===== src/include/pfs_pkg.sv =====
/*
 Package of the power fault supervisor: register offsets, field layouts,
 comparator and drive bundles, timing counts.
 Assumes a 50 MHz clock and comparator flags that are active high.
*/
package pfs_pkg;
	localparam int CLK_HZ = 50_000_000;
	localparam int DLY_MS = 100;
	localparam int DLY_CYC = DLY_MS * (CLK_HZ / 1000);
	localparam int NDLY = 15;
	localparam int ISUP_OV_IDX = 14;
	localparam logic [7:0] CTRL_OFS = 8'h00;
	localparam logic [7:0] STAT_OFS = 8'h04;
	localparam logic [7:0] TOUT_OFS = 8'h08;
	localparam logic [22:0] CTRL_RST = 23'h000000;
	localparam logic [15:0] BOOST_BASE_MV = 16'h0C80;
	localparam logic [15:0] BOOST_STEP_MV = 16'h0064;
	localparam logic [15:0] FB_BASE_MV = 16'h0320;
	localparam logic [15:0] FB_STEP_MV = 16'h0064;
	localparam logic [15:0] BOOST_OL_OFS_MV = 16'h0258;
	localparam logic [15:0] FB_OL_OFS_MV = 16'h0064;
	localparam logic [15:0] BL_OVP_LO_MV = 16'h3E80;
	localparam logic [15:0] BL_OVP_HI_MV = 16'h61A8;

	typedef struct packed {
		logic [3:0] buck_c_target_select;
		logic [2:0] buck_b_feedback_select;
		logic [2:0] buck_a_feedback_select;
		logic [2:0] buckboost_feedback_select;
		logic [3:0] boost_target_select;
		logic [4:0] backlight_enable_dim_field;
		logic backlight_ovp_level_select;
	} pfs_ctrl_t;

	// Channel order: boost, buck-boost, buck a, buck b, buck c, backlight
	typedef struct packed {
		logic grp_en;
		logic sw_clk;
		logic sys_uv;
		logic sys_ok;
		logic isup_ov;
		logic isup_low;
		logic isup_uv;
		logic [5:0] ilim;
		logic [4:0] ol;
		logic boost_uv1;
		logic [4:0] fb_low;
		logic [4:0] ss_done;
		logic boost_pre_done;
		logic bl_ovp;
		logic hot;
		logic cool;
		logic [1:0] ldo_ilim;
	} pfs_cmp_t;

	typedef struct packed {
		logic [5:0] sw_off;
		logic [1:0] ldo_off;
		logic unit_sd;
		logic bl_disable;
		logic [15:0] boost_ol_mv;
		logic [15:0] bb_ol_mv;
		logic [15:0] bucka_ol_mv;
		logic [15:0] buckb_ol_mv;
		logic [15:0] bl_ovp_mv;
	} pfs_drv_t;
endpackage


===== src/rtl/pfs_supervisor.sv =====
/*
 Power fault supervisor with an AHB-Lite register slave.
 Assumes asynchronous comparator flags, a switching clock pin and a
 single-slave bus whose hready is this slave's hreadyout.
*/
`timescale 1ns/1ps
module pfs_supervisor #(
	parameter int DLY_CYC = pfs_pkg::DLY_CYC
) (
	input wire logic hclk,
	input wire logic hresetn,
	input wire logic ce,
	input wire logic hsel,
	input wire logic [31:0] haddr,
	input wire logic [1:0] htrans,
	input wire logic hwrite,
	input wire logic [2:0] hsize,
	input wire logic [31:0] hwdata,
	input wire logic hready,
	output logic hreadyout,
	output logic hresp,
	output logic [31:0] hrdata,
	input wire pfs_pkg::pfs_cmp_t cmp,
	output pfs_pkg::pfs_drv_t drv
);
	localparam logic [22:0] LIM = 23'(DLY_CYC);

	function automatic logic [15:0] ol_mv(input logic [3:0] code, input logic [15:0] base,
		input logic [15:0] step, input logic [15:0] ofs);
		ol_mv = 16'(base + 16'(code * step) - ofs);
	endfunction

	pfs_pkg::pfs_cmp_t cmp_s1;
	pfs_pkg::pfs_cmp_t s;
	pfs_pkg::pfs_ctrl_t ctrl;
	pfs_pkg::pfs_drv_t next_drv;
	logic wr_pend;
	logic [7:0] wr_addr;
	logic sw_q;
	logic tick;
	logic [4:0] ol_seen;
	logic [4:0] ol_run;
	logic [5:0] ilim_hold;
	logic [pfs_pkg::NDLY-1:0] dly_cond;
	logic [pfs_pkg::NDLY-1:0] expd;
	logic [22:0] cnt [pfs_pkg::NDLY];
	logic [13:0] to_lat;
	logic [4:0] fb_lat;
	logic sys_uv_lat;
	logic isup_uv_lat;
	logic isup_ov_sd;
	logic bl_lat;
	logic therm;
	logic unit_sd;
	logic [31:0] stat;

	assign hreadyout = 1'b1;
	assign hresp = 1'b0;

	// Two-stage synchroniser for all comparator pins
	always_ff @(posedge hclk or negedge hresetn) begin
		if (!hresetn) begin
			cmp_s1 <= '0;
			s <= '0;
		end else if (ce) begin
			cmp_s1 <= cmp;
			s <= cmp_s1;
		end
	end

	// Bus address phase capture
	always_ff @(posedge hclk or negedge hresetn) begin
		if (!hresetn) begin
			wr_pend <= 1'b0;
			wr_addr <= 8'h00;
		end else if (ce && hready) begin
			wr_pend <= hsel && htrans[1] && hwrite;
			wr_addr <= haddr[7:0];
		end
	end

	always_ff @(posedge hclk or negedge hresetn) begin
		if (!hresetn) begin
			ctrl <= pfs_pkg::CTRL_RST;
		end else if (ce) begin
			if (wr_pend && wr_addr == pfs_pkg::CTRL_OFS) begin
				ctrl <= pfs_pkg::pfs_ctrl_t'(hwdata[22:0]);
			end
			if (!s.grp_en) begin
				ctrl.backlight_enable_dim_field <= 5'h00;
			end
		end
	end

	assign stat = {20'h00000, |to_lat, fb_lat, bl_lat, therm, isup_uv_lat, isup_ov_sd, sys_uv_lat, unit_sd};

	always_ff @(posedge hclk or negedge hresetn) begin
		if (!hresetn) begin
			hrdata <= 32'h00000000;
		end else if (ce && hready && hsel && htrans[1] && !hwrite) begin
			case (haddr[7:0])
				pfs_pkg::CTRL_OFS: hrdata <= {9'h000, ctrl};
				pfs_pkg::STAT_OFS: hrdata <= stat;
				pfs_pkg::TOUT_OFS: hrdata <= {17'h00000, expd[pfs_pkg::ISUP_OV_IDX], to_lat};
				default: hrdata <= 32'h00000000;
			endcase
		end
	end

	// Switching cycle tracking
	assign tick = s.sw_clk & ~sw_q;
	always_ff @(posedge hclk or negedge hresetn) begin
		if (!hresetn) begin
			sw_q <= 1'b0;
			ol_seen <= 5'h00;
			ol_run <= 5'h00;
			ilim_hold <= 6'h00;
		end else if (ce) begin
			sw_q <= s.sw_clk;
			ol_seen <= tick ? s.ol : (ol_seen | s.ol);
			if (tick) begin
				ol_run <= ol_seen | s.ol;
			end
			ilim_hold <= (ilim_hold & ~{6{tick}}) | s.ilim;
		end
	end

	assign dly_cond = {s.isup_ov, s.ldo_ilim, s.boost_uv1 & s.ss_done[0], ol_run, s.ilim};

	// Qualification counters, one per delayed fault
	always_ff @(posedge hclk or negedge hresetn) begin
		if (!hresetn) begin
			for (int i = 0; i < pfs_pkg::NDLY; i++) begin
				cnt[i] <= 23'h000000;
			end
		end else if (ce) begin
			for (int i = 0; i < pfs_pkg::NDLY; i++) begin
				if (!dly_cond[i]) begin
					cnt[i] <= 23'h000000;
				end else if (cnt[i] != LIM) begin
					cnt[i] <= cnt[i] + 23'h000001;
				end
			end
		end
	end

	always_comb begin
		for (int i = 0; i < pfs_pkg::NDLY; i++) begin
			expd[i] = cnt[i] == LIM;
		end
	end

	// Fault latches; a set in the clearing cycle wins
	always_ff @(posedge hclk or negedge hresetn) begin
		if (!hresetn) begin
			to_lat <= 14'h0000;
			fb_lat <= 5'h00;
			sys_uv_lat <= 1'b0;
			isup_uv_lat <= 1'b0;
			isup_ov_sd <= 1'b0;
			bl_lat <= 1'b0;
			therm <= 1'b0;
		end else if (ce) begin
			to_lat <= (s.grp_en ? to_lat : 14'h0000) | expd[13:0];
			fb_lat <= (s.grp_en ? fb_lat : 5'h00)
				| {s.fb_low[4:1] & s.ss_done[4:1], s.fb_low[0] & s.boost_pre_done};
			sys_uv_lat <= s.sys_uv | (sys_uv_lat & s.grp_en & ~s.sys_ok);
			isup_uv_lat <= s.isup_uv | (isup_uv_lat & s.grp_en);
			isup_ov_sd <= expd[pfs_pkg::ISUP_OV_IDX] | (isup_ov_sd & ~s.isup_low);
			bl_lat <= s.bl_ovp | (bl_lat & s.grp_en);
			therm <= s.hot | (therm & ~s.cool);
		end
	end

	assign unit_sd = sys_uv_lat | isup_uv_lat | isup_ov_sd | (|to_lat);

	always_comb begin
		next_drv.unit_sd = unit_sd;
		for (int i = 0; i < 5; i++) begin
			next_drv.sw_off[i] = unit_sd | therm | ilim_hold[i] | s.ilim[i] | fb_lat[i];
		end
		next_drv.sw_off[0] = next_drv.sw_off[0] | (s.boost_uv1 & s.ss_done[0]);
		next_drv.sw_off[5] = unit_sd | therm | ilim_hold[5] | s.ilim[5] | bl_lat;
		next_drv.ldo_off = {2{unit_sd}} | s.ldo_ilim;
		next_drv.bl_disable = bl_lat | unit_sd;
		next_drv.boost_ol_mv = ol_mv(ctrl.boost_target_select, pfs_pkg::BOOST_BASE_MV,
			pfs_pkg::BOOST_STEP_MV, pfs_pkg::BOOST_OL_OFS_MV);
		next_drv.bb_ol_mv = ol_mv({1'b0, ctrl.buckboost_feedback_select}, pfs_pkg::FB_BASE_MV,
			pfs_pkg::FB_STEP_MV, pfs_pkg::FB_OL_OFS_MV);
		next_drv.bucka_ol_mv = ol_mv({1'b0, ctrl.buck_a_feedback_select}, pfs_pkg::FB_BASE_MV,
			pfs_pkg::FB_STEP_MV, pfs_pkg::FB_OL_OFS_MV);
		next_drv.buckb_ol_mv = ol_mv({1'b0, ctrl.buck_b_feedback_select}, pfs_pkg::FB_BASE_MV,
			pfs_pkg::FB_STEP_MV, pfs_pkg::FB_OL_OFS_MV);
		next_drv.bl_ovp_mv = ctrl.backlight_ovp_level_select ? pfs_pkg::BL_OVP_HI_MV
			: pfs_pkg::BL_OVP_LO_MV;
	end

	always_ff @(posedge hclk or negedge hresetn) begin
		if (!hresetn) begin
			drv <= '0;
		end else if (ce) begin
			drv <= next_drv;
		end
	end
endmodule

===== config.mk =====
export PLATFORM = sky130hd
export DESIGN_NAME = pfs_supervisor
export DESIGN_NICKNAME = d
export VERILOG_FILES = /design/src/include/pfs_pkg.sv /design/src/rtl/pfs_supervisor.sv
export SDC_FILE = /design/constraint.sdc
export NUM_CORES = 1
export LEC_CHECK = 0
export ABC_CLOCK_PERIOD_IN_PS = 7400
export BUFFER_PORTS_ARGS = -buffer_cell sky130_fd_sc_hd__buf_4
export CAP_MARGIN = 20
export CORE_MARGIN = 5
export CORE_UTILIZATION = 55
export DETAILED_ROUTE_END_ITERATION = 7
export PLACE_DENSITY = 0.74
export SYNTH_ARGS = -nofsm -noshare
export SYNTH_HDL_FRONTEND = slang
export SYNTH_SLANG_ARGS = --single-unit

===== constraint.sdc =====
create_clock -name hclk -period 7.4 [get_ports hclk]
set_input_delay 0 -clock hclk [delete_from_list [all_inputs] [get_ports hclk]]
set_output_delay 0 -clock hclk [all_outputs]
set_load 0.03 [all_outputs]

# Yosys cells after proc, flatten, opt, wreduce, memory -nomap -nowiden
# Cells that the tools add are included.
dict set report totals {
  elab_cells 270
  out_inout_bits 124
  regBits 610
  in_bits 110
}
dict set report classes {
  eq_ne 48
  n_addsub 23
  reduce_logical 29
  n_mux 37
  bitwise_logic 50
  n_mul 4
}
# operator count
set ops {}
lappend ops {{23-bit 2-to-1 mux} 30}
lappend ops {{23-bit by 1-bit adder with 23-bit output (second input constant)} 15}
lappend ops {{23-bit equality test (second input constant)} 15}
lappend ops {{23-bit inequality test (second input constant)} 15}
lappend ops {{23-bit case mux with 3 select lines} 1}
lappend ops {{2-bit AND reduction} 18}
lappend ops {{11-bit by 7-bit subtractor with 12-bit output (second input constant)} 3}
lappend ops {{10-bit by 10-bit adder with 11-bit output (first input constant)} 3}
lappend ops {{2-bit by 1-bit inequality test with 1-bit output (second input constant)} 16}
lappend ops {{1-bit bitwise OR} 29}
lappend ops {{3-bit by 5-bit multiplier with 8-bit output (second input constant)} 3}
lappend ops {{8-bit zero test} 2}
lappend ops {{15-bit 2-to-1 mux} 1}
lappend ops {{5-bit 2-to-1 mux} 3}
lappend ops {{14-bit 2-to-1 mux} 1}
lappend ops {{14-bit bitwise OR} 1}
lappend ops {{14-bit OR reduction} 1}
lappend ops {{13-bit by 10-bit subtractor with 14-bit output (second input constant)} 1}
lappend ops {{12-bit by 11-bit adder with 13-bit output (first input constant)} 1}
lappend ops {{5-bit bitwise OR} 2}
lappend ops {{1-bit bitwise AND} 9}
lappend ops {{4-bit by 5-bit multiplier with 9-bit output (second input constant)} 1}
lappend ops {{8-bit by 3-bit equality test with 1-bit output (second input constant)} 1}
lappend ops {{8-bit by 4-bit equality test with 1-bit output (second input constant)} 1}
lappend ops {{other kinds (9)} 18}

# Logic depth before layout (Yosys ltp)
# Gate-level depths: netlist of the first run.
dict set report logic_depth {
  ltp_word 8
  depth_mapped 9
  mapped_depth_nobuf 9
}

# Worst setup path after synthesis of the first run
# No wires, ideal clock.
dict set report synth_path {
  path_type {reg-to-reg}
  from {register ctrl[6] (netlist name)}
  to {register drv[74] (netlist name)}
  path_buffers 0
  required_time_ns 7.275
  synth_period_minus_slack_ns 2.317
  setup_ns 0.125
  slack_ns 5.083
  stages_incl_launch_ff 9
  arrival_ns 2.192
  path_cell_list {dfrtp_1 ha_1 ha_1 fa_1 xnor2_1 nor3_1 nor3_1 xor2_1 mux2_2}
}
dict set report synth_between {
  elab_chain_cells 3
}
# element line
set synth_rtl {}
lappend synth_rtl {{from (decl)} pfs_supervisor.sv:35} ;# pfs_pkg::pfs_ctrl_t ctrl;
lappend synth_rtl {{from (signal assigned)} pfs_supervisor.sv:84} ;# ctrl <= pfs_pkg::CTRL_RST;
lappend synth_rtl {{from (signal assigned)} pfs_supervisor.sv:87} ;# ctrl <= pfs_pkg::pfs_ctrl_t'(hwdata[22:0]);
lappend synth_rtl {{4-bit by 5-bit multiplier with 9-bit output} pfs_supervisor.sv:30} ;# ol_mv = 16'(base + 16'(code * step) - ofs);
lappend synth_rtl {{12-bit by 11-bit adder with 13-bit output} pfs_supervisor.sv:30}
lappend synth_rtl {{13-bit by 10-bit subtractor with 14-bit output} pfs_supervisor.sv:30}
lappend synth_rtl {{to (signal assigned)} pfs_supervisor.sv:202} ;# drv <= next_drv;
lappend synth_rtl {{to (decl)} pfs_supervisor.sv:24} ;# output pfs_pkg::pfs_drv_t drv
# Every way passes these cells.
# A chain may end at the register's enable or synchronous reset.

# Worst setup path in the final report of the first run
dict set report layout_path {
  from {input ce}
  to {register cnt[313] (netlist name)}
}
dict set report layout_between {
  elab_chain_cells 1
}
# element line
set layout_rtl {}
lappend layout_rtl {{from (decl)} pfs_supervisor.sv:12} ;# input wire logic ce,
lappend layout_rtl {{2-bit AND reduction (no source line)} -}
lappend layout_rtl {{to (signal, indexed assignment)} pfs_supervisor.sv:141} ;# cnt[i] <= cnt[i] + 23'h000001;
lappend layout_rtl {{to (decl)} pfs_supervisor.sv:46} ;# logic [22:0] cnt [pfs_pkg::NDLY];
# Every way passes these cells.

==> results of run 1 <==
worst max-delay path by stage:
stage | startpoint | to
3_5_place_dp | ce | cnt[72]
5_1_grt | ce | cnt[299]
2_1_floorplan | ctrl[6] | drv[74]
4_1_cts | ce | cnt[72]
6_report | ce | cnt[313]
3_3_place_gp | ce | cnt[72]
kinds of logic (layout without fill, tap and decap cells):
family	after synthesis	after routing	share of synthesized area (%)
and+or+nand+nor	1201	1201	21.30
AOI/OAI and AO/OA	579	579	13.09
adders and majority gates	71	71	3.122
buffers and inverters	277	469	4.347
DFF	562	562	49.01
other	2	44	0.02617
muxes	111	111	4.277
xor gates and xnor gates	158	158	4.823
through the flow:
step,std cells,worst slack [ns],hold slack [ns],total power (uW),cell area [um2]
floorplan,3002,5.083,-0.2956,4241,28850
global placement,3679,4.381,0.1385,4549,30170
detailed placement,3681,4.391,0.1451,4613,30180
CTS,3869,4.464,0.08325,7759,33000
global route,3875,4.312,0.1330,8049,33030
finish,3875,4.568,0.01566,7707,33030
power by group:
part           switching [uW]  internal (uW)  total, uW
Combinational             624            415       1040
Sequential                282           3290       3580
Clock                    1250           1840       3090
Total                    2150           5550       7710
repair_timing:
action	in CTS	in global routing
hold endpoints to repair	245	0
hold buffers	81	0
endpoints found under the setup margin	0	0
metal layers:
| layer | global-route usage, % | up-vias |
|---|---|---|
| li1 | - | 10957 |
| met1 | 32.83 | 11576 |
| met2 | 40.53 | 651 |
| met3 | 2.994 | 142 |
| met4 | 7.739 | 0 |
| met5 | 0 | - |
state kept, by name, summed over array words and instances (netlist names), 5 cells and up:
| name | flops |
|---|---|
| ol_run | 5 |
| hrdata | 23 |
| ol_seen | 5 |
| fb_lat | 5 |
| ilim_hold | 6 |
| s | 26 |
| cnt | 345 |
| ctrl | 23 |
| wr_addr | 8 |
| drv | 51 |
| dly_cond | 9 |
| cmp_s1 | 35 |
| to_lat | 14 |
Yosys cell counts, types with 7 or more instances:
| master | instances |
|---|---|
| sky130_fd_sc_hd__a21o_1 | 13 |
| sky130_fd_sc_hd__a21oi_1 | 92 |
| sky130_fd_sc_hd__a22o_1 | 68 |
| sky130_fd_sc_hd__a31oi_1 | 30 |
| sky130_fd_sc_hd__a32o_1 | 9 |
| sky130_fd_sc_hd__and2_1 | 9 |
| sky130_fd_sc_hd__and3_1 | 46 |
| sky130_fd_sc_hd__and4_1 | 19 |
| sky130_fd_sc_hd__buf_1 | 15 |
| sky130_fd_sc_hd__buf_2 | 9 |
| sky130_fd_sc_hd__buf_4 | 50 |
| sky130_fd_sc_hd__clkbuf_1 | 93 |
| sky130_fd_sc_hd__dfrtp_1 | 562 |
| sky130_fd_sc_hd__ha_1 | 70 |
| sky130_fd_sc_hd__inv_1 | 107 |
| sky130_fd_sc_hd__mux2_2 | 93 |
| sky130_fd_sc_hd__mux2i_1 | 18 |
| sky130_fd_sc_hd__nand2_1 | 325 |
| sky130_fd_sc_hd__nand2b_1 | 19 |
| sky130_fd_sc_hd__nand3_1 | 143 |
| sky130_fd_sc_hd__nand4_1 | 99 |
| sky130_fd_sc_hd__nor2_1 | 265 |
| sky130_fd_sc_hd__nor2b_1 | 11 |
| sky130_fd_sc_hd__nor3_1 | 68 |
| sky130_fd_sc_hd__nor3b_1 | 7 |
| sky130_fd_sc_hd__nor4_1 | 45 |
| sky130_fd_sc_hd__nor4b_1 | 29 |
| sky130_fd_sc_hd__nor4bb_1 | 17 |
| sky130_fd_sc_hd__o211ai_1 | 15 |
| sky130_fd_sc_hd__o21ai_0 | 204 |
| sky130_fd_sc_hd__o22ai_1 | 8 |
| sky130_fd_sc_hd__o2bb2ai_1 | 7 |
| sky130_fd_sc_hd__o31ai_1 | 64 |
| sky130_fd_sc_hd__o41ai_1 | 19 |
| sky130_fd_sc_hd__or2_2 | 11 |
| sky130_fd_sc_hd__or3_1 | 36 |
| sky130_fd_sc_hd__or4_1 | 20 |
| sky130_fd_sc_hd__xnor2_1 | 67 |
| sky130_fd_sc_hd__xor2_1 | 91 |
layout make-up:
type                            instances  area, um2
Antenna cell                            1      2.502
Clock buffer                           76       1569
Clock inverter                         31      437.9
Fill cell                            4083      18480
Inverter                              108      407.9
Multi-Input combinational cell       2163      13540
Sequential cell                       562      14060
Tap cell                              680      850.8
Timing Repair Buffer                  254       2158
==> results by group, run 1 <==
Status
  • Status: finished, final reports clean

Worst setup path
  • Cell family contributing the most delay on the critical path: buffers and inverters
  • Worst Setup Path Type: in2reg
  • Type of element capturing the critical path: register
  • Logic depth of the worst register-to-register path: 5
  • Peak per-stage delay on the critical path: 0.68 ns
  • Worst R2R Start: wr_addr[5]
  • Top fanout value on the critical path: 122
  • Reg2Reg Capture Point: ctrl[3]
  • Master of the slowest instance on the critical path: sky130_fd_sc_hd__buf_4
  • R2r setup slk: 4.66 ns
  • Arrival time reported for the critical path endpoint: 3.37 ns
  • Cell count along the critical path: 7
  • Number of buffers and inverters on the critical path: 4
  • Startpoint types: input port
  • Worst Path Required: 7.93 ns
  • Cells along the critical path: dlygate4sd3_1, buf_8, buf_12, buf_4, nand2_1, or2_2, o21ai_0

STA
  • Maximum operating frequency: 353.2 MHz
  • Total setup violations reported at the end of the flow: 0
  • Clock period minus final worst setup slack: 2.832 ns
  • Max_slew headroom: 28.62%
  • Part of the cycle the worst path needs: 38.26%
  • Number of hold violations in the final report: 0
  • Clock tree skew after final layout: 0.02146 ns
  • Actual slew at the worst max-slew pin: 1.071 ns
  • RSZ-0062 raised after global routing: false
  • Final number of max-transition violations: 0
  • Total negative setup slack: 0 ns

Route
  • Post-route DRC violation count: 0
  • Via count: 23326
  • Met3 wire length: 3.312 mm
  • Wire length on met1: 30.08 mm
  • Met2 wirelength from detailed routing: 34.16 mm
  • Total Wirelength: 69.68 mm
  • Antenna violation net count after detailed routing: 0
  • Drt initial violations: 1875
  • Vias/cell: 6.020
  • Highest routing layer actually used: met4
  • Pre-Repair DR Iteration Count: 5
  • Post-detailed-route wirelength per cell: 17.98 um

Clock tree
  • Total CTS buffers: 58
  • Maximum level of the CTS H-tree: 2
  • Buffer depth of the longest clock path: 3
  • Clock-pin slew of the registers on the worst-case setup and hold paths: 0.06 ns
  • Cell at the root of the clock tree: sky130_fd_sc_hd__clkbuf_16
  • CTS tree: done
  • Setup bufs post-CTS: 0
  • Clk_lat worst skew: 0.62 ns
  • Count of instances resized after the clock tree is built: 0
  • CTS Sinks: 562

Synth
  • Portion of synthesized cell area occupied by the leading cell type: 49.01%
  • Count of synthesis-stage warnings from yosys: 0
  • Summed instance area of the synthesized netlist: 0.02870 mm2
  • Ys flop type: sky130_fd_sc_hd__dfrtp_1
  • Post-Synthesis Cells: 2961
  • Most area-consuming cells after synthesis: sky130_fd_sc_hd__dfrtp_1 (49%), sky130_fd_sc_hd__nand2_1 (4.3%), sky130_fd_sc_hd__mux2_2 (3.6%)
  • Synth Register Bits: 562
  • Distinct cells, synth: 77
  • Fraction of registers with async set/reset: 100.0%
  • Seq/Total Area, Yosys: 49.01%
  • Post-synth EDFFs: 0
  • Post-synthesis average cell area: 9.691 um2
  • Cell type contributing the most total cell area after synthesis: sky130_fd_sc_hd__dfrtp_1

Die
  • Die span in x: 238.4 um
  • Floorplan row count: 83
  • Num ports: 234
  • Core outline area: 0.05151 mm2
  • Die Y: 238.4 um
  • Initial standard-cell utilization of the core: 55.71%
  • Area of the die: 0.05684 mm2

Min path
  • Min-Delay Path Class: in2async

Cells and area
  • Proportion of layout cells with a drive suffix above 1: 12.34%
  • Layout overhead on the synthesized area: 15.12%
  • Most frequent standard cell in the layout excluding fill and tap cells: sky130_fd_sc_hd__dfrtp_1
  • Final nets: 3328
  • Util after Layout: 64.13%
  • Most frequent cells in the layout: sky130_fd_sc_hd__dfrtp_1 (562), sky130_fd_sc_hd__nand2_1 (325), sky130_fd_sc_hd__nor2_1 (265), sky130_fd_sc_hd__o21ai_0 (204), sky130_fd_sc_hd__buf_4 (163)

Placement
  • Routability congestion estimate from global placement: 0.8837
  • Half-perimeter wire length after placement: 45.53 mm
  • Input/output buffers: 153

Pwr
  • Power Dens Cells: 233.3 mW/mm2
  • Worst ir drop on vdd: 0.1870 mV
  • Leakage: 0.01444 uW

GRT
  • Total routing resource utilization after global routing: 24.07%
  • Initial antenna violation count: 1
  • Pin count of the biggest net entering global routing: 195
  • Via count of the first global-routing pass: 23087
  • Overflow after GRT: 0
  • Wire length of the first global-routing pass: 116.3 mm

Run
  • Max Cap Violations: 0
No activity file was read; power rests on OpenSTA's default activity.
==> inputs of run 2 (changes only) <==
--- a/config.mk
+++ b/config.mk
@@ -5,13 +5,14 @@
 export SDC_FILE = /design/constraint.sdc
 export NUM_CORES = 1
 export LEC_CHECK = 0
-export ABC_CLOCK_PERIOD_IN_PS = 7400
+export ABC_AREA = 1
+export ABC_CLOCK_PERIOD_IN_PS = 2550
 export BUFFER_PORTS_ARGS = -buffer_cell sky130_fd_sc_hd__buf_4
 export CAP_MARGIN = 20
 export CORE_MARGIN = 5
 export CORE_UTILIZATION = 55
 export DETAILED_ROUTE_END_ITERATION = 7
-export PLACE_DENSITY = 0.74
+export PLACE_DENSITY = 0.77
 export SYNTH_ARGS = -nofsm -noshare
 export SYNTH_HDL_FRONTEND = slang
 export SYNTH_SLANG_ARGS = --single-unit
==> constraint.sdc (replaced) <==
create_clock -name hclk -period 2.55 [get_ports hclk]
set_input_delay 0 -clock hclk [delete_from_list [all_inputs] [get_ports hclk]]
set_output_delay 0 -clock hclk [all_outputs]
set_load 0.03 [all_outputs]
==> results by group, run 2 <==
Cells and area
  • Largest registers: cnt: 345 flops, drv: 51 flops, cmp_s1: 35 flops
  • Number of flip-flops under the largest register name: 345
  • Most flop-heavy register: cnt
  • Layout filler cell count: 5434
  • Count of antenna diodes in the layout: 0
  • Final nets: 5317
  • Layout overhead on the synthesized area: 15.00%
  • Most frequent cells in the layout: sky130_fd_sc_hd__nand2_1 (1792), sky130_fd_sc_hd__nor2_1 (631), sky130_fd_sc_hd__dfrtp_1 (562), sky130_fd_sc_hd__nand3_1 (466), sky130_fd_sc_hd__o21ai_0 (418)
  • Proportion of layout cells with a drive suffix above 1: 8.063%
  • Most frequent standard cell in the layout excluding fill and tap cells: sky130_fd_sc_hd__nand2_1
  • Util after Layout: 63.50%

Synth
  • Summed instance area of the synthesized netlist: 0.03383 mm2
  • Ys flop type: sky130_fd_sc_hd__dfrtp_1
  • Cell type contributing the most total cell area after synthesis: sky130_fd_sc_hd__dfrtp_1
  • Count leader, synth: sky130_fd_sc_hd__nand2_1
  • Seq/Total Area, Yosys: 41.58%
  • Portion of synthesized cell area occupied by the leading cell type: 41.58%
  • Leading cell types by count after synthesis: sky130_fd_sc_hd__nand2_1 (1792), sky130_fd_sc_hd__nor2_1 (631), sky130_fd_sc_hd__dfrtp_1 (562), sky130_fd_sc_hd__nand3_1 (466), sky130_fd_sc_hd__o21ai_0 (418)
  • Fraction of registers with async set/reset: 100.0%
  • Synth Register Bits: 562
  • Most area-consuming cells after synthesis: sky130_fd_sc_hd__dfrtp_1 (42%), sky130_fd_sc_hd__nand2_1 (20%), sky130_fd_sc_hd__nor2_1 (7.0%)
  • Post-synth EDFFs: 0
  • Post-Synthesis Cells: 4885
  • Post-synthesis average cell area: 6.925 um2
  • Count of synthesis-stage warnings from yosys: 0
  • Distinct cells, synth: 39

Worst setup path
  • Arrival time reported for the critical path endpoint: 2.88 ns
  • Worst R2R Start: ctrl[6]
  • Worst Setup Path Type: reg2reg
  • Reg2Reg Capture Point: drv[73]
  • Logic depth of the worst register-to-register path: 7
  • R2r setup slk: 0.23 ns
  • Startpoint types: register
  • Worst Path Required: 3.11 ns
  • Top fanout value on the critical path: 5
  • Type of element capturing the critical path: register

Clock tree
  • Clock-pin slew of the registers on the worst-case setup and hold paths: 0.07 ns
  • Clk_lat worst skew: 0.64 ns
  • CTS Sinks: 562
  • Count of instances resized after the clock tree is built: 0
  • Maximum level of the CTS H-tree: 2
  • Cell at the root of the clock tree: sky130_fd_sc_hd__clkbuf_16
  • Buffer depth of the longest clock path: 3
  • Setup bufs post-CTS: 0
  • CTS tree: done
  • Total CTS buffers: 60

STA
  • Total setup violations reported at the end of the flow: 0
  • Maximum operating frequency: 430.3 MHz
  • Total negative setup slack: 0 ns
  • Part of the cycle the worst path needs: 91.13%
  • Actual slew at the worst max-slew pin: 0.7426 ns
  • RSZ-0062 raised after global routing: false
  • Clock period minus final worst setup slack: 2.324 ns
  • Clock tree skew after final layout: 0.02205 ns
  • Final number of max-transition violations: 0
  • Number of hold violations in the final report: 0
  • Max_slew headroom: 50.31%

GRT
  • Wire length of the first global-routing pass: 147.8 mm
  • Initial antenna violation count: 0
  • Overflow after GRT: 0
  • Pin count of the biggest net entering global routing: 120
  • Via count of the first global-routing pass: 29575
  • Total routing resource utilization after global routing: 26.11%

Route
  • Met3 wire length: 5.203 mm
  • Drt initial violations: 2500
  • Post-detailed-route wirelength per cell: 14.74 um
  • Pre-Repair DR Iteration Count: 8
  • Wire length on met1: 39.60 mm
  • Post-route DRC violation count: 0
  • Via count: 31857
  • Antenna violation net count after detailed routing: 0
  • Met2 wirelength from detailed routing: 41.12 mm
  • Vias/cell: 5.333
  • Highest routing layer actually used: met4
  • Total Wirelength: 88.04 mm

Placement
  • Half-perimeter wire length after placement: 62.56 mm
  • Input/output buffers: 153
  • Routability congestion estimate from global placement: 0.9769

Die
  • Initial standard-cell utilization of the core: 55.22%
  • Die span in x: 258.0 um
  • Floorplan row count: 91
  • Area of the die: 0.06656 mm2
  • Core outline area: 0.06126 mm2
  • Num ports: 234
  • Die Y: 258.0 um

Run
  • Max Cap Violations: 0

Min path
  • Min-Delay Path Class: in2async

Status
  • Status: finished, final reports clean

Pwr
  • Worst ir drop on vdd: 0.4818 mV
  • Power Dens Cells: 579.9 mW/mm2
  • Leakage: 0.01665 uW
-- run 2: cell count changes after synthesis, sizes merged, moves of 50 or more --
cell and change:
mux2 -93, nor2 +389, a21oi -72, a22o -68
nand2 +1478, clkbuf -67, nor4 -50, nand3 +323
o21ai +236, xnor2 -52, o31ai -62, inv +228
buf +87
-- run 2: worst max path at each step --
| stage | startpoint | end | slack [ns] | depth (start not counted) |
|---|---|---|---|---|
| after global routing | ctrl[6] | drv[73] | 0.05 | 7 |
| after global placement | ctrl[7] | drv[73] | 0.33 | 7 |
| final | ctrl[6] | drv[73] | 0.23 | 7 |
| after floorplan | ctrl[6] | drv[73] | 0.42 | 7 |
| after CTS | ctrl[6] | drv[73] | 0.22 | 7 |
| after detailed placement | ctrl[6] | drv[73] | 0.24 | 7 |
-- run 2: area by class of cell --
class / instances / area [um2] / area share (%)
multi-input cells: 3835 / 17530 / 45.06
repair buffers: 337 / 2999 / 7.710
clock buffers: 75 / 1618 / 4.159
well taps: 790 / 988.4 / 2.541
flip-flops and latches: 562 / 14060 / 36.15
clock inverters: 35 / 421.7 / 1.084
inverters: 340 / 1279 / 3.287
-- run 2: cell families after synthesis --
logic type                 share of synthesized area (%)
and+or+nand+nor                                    37.25
other                                            0.02220
AOI/OAI and AO/OA                                  8.341
buffers and inverters                              7.058
DFF                                                41.58
xor gates and xnor gates                           3.107
adders and majority gates                          2.648
-- run 2: worst max-delay path, stage by stage (launching register included) --
cell and delay [ns]:
sky130_fd_sc_hd__dfrtp_1 0.43, sky130_fd_sc_hd__ha_1 0.32, sky130_fd_sc_hd__ha_1 0.23, sky130_fd_sc_hd__fa_1 0.41, sky130_fd_sc_hd__xor2_1 0.28, sky130_fd_sc_hd__nand4_1 0.14, sky130_fd_sc_hd__or2_2 0.31, sky130_fd_sc_hd__a21oi_1 0.14
-- run 2: per-layer routing --
metal,up-vias,GRT usage [%]
met5,-,0
met4,0,6.764
met3,138,3.305
li1,16016,-
met1,14793,37.21
met2,910,42.71
-- run 2: power breakdown --
group	switching [uW]	internal (uW)
Clock	3750	5310
Combinational	2270	1170
Sequential	580	9480
-- run 2: stage by stage --
step | area (um2) | setup WS [ns] | total power (uW) | cells | hold slack [ns]
floorplan | 33980 | 0.4198 | 12150 | 4926 | -0.2956
global placement | 35730 | 0.3309 | 13390 | 5753 | 0.004988
detailed placement | 35730 | 0.2445 | 13480 | 5753 | 0.005703
CTS | 38900 | 0.2221 | 22740 | 5974 | 0.09699
global route | 38900 | 0.04914 | 23580 | 5974 | 0.1294
finish | 38900 | 0.2262 | 22560 | 5974 | 0.1125
-- run 2: timing repair --
item / in CTS / in global routing
hold buffers: 111 / 0
setup endpoints to repair: 0 / 0
endpoints found under the hold margin: 670 / 0
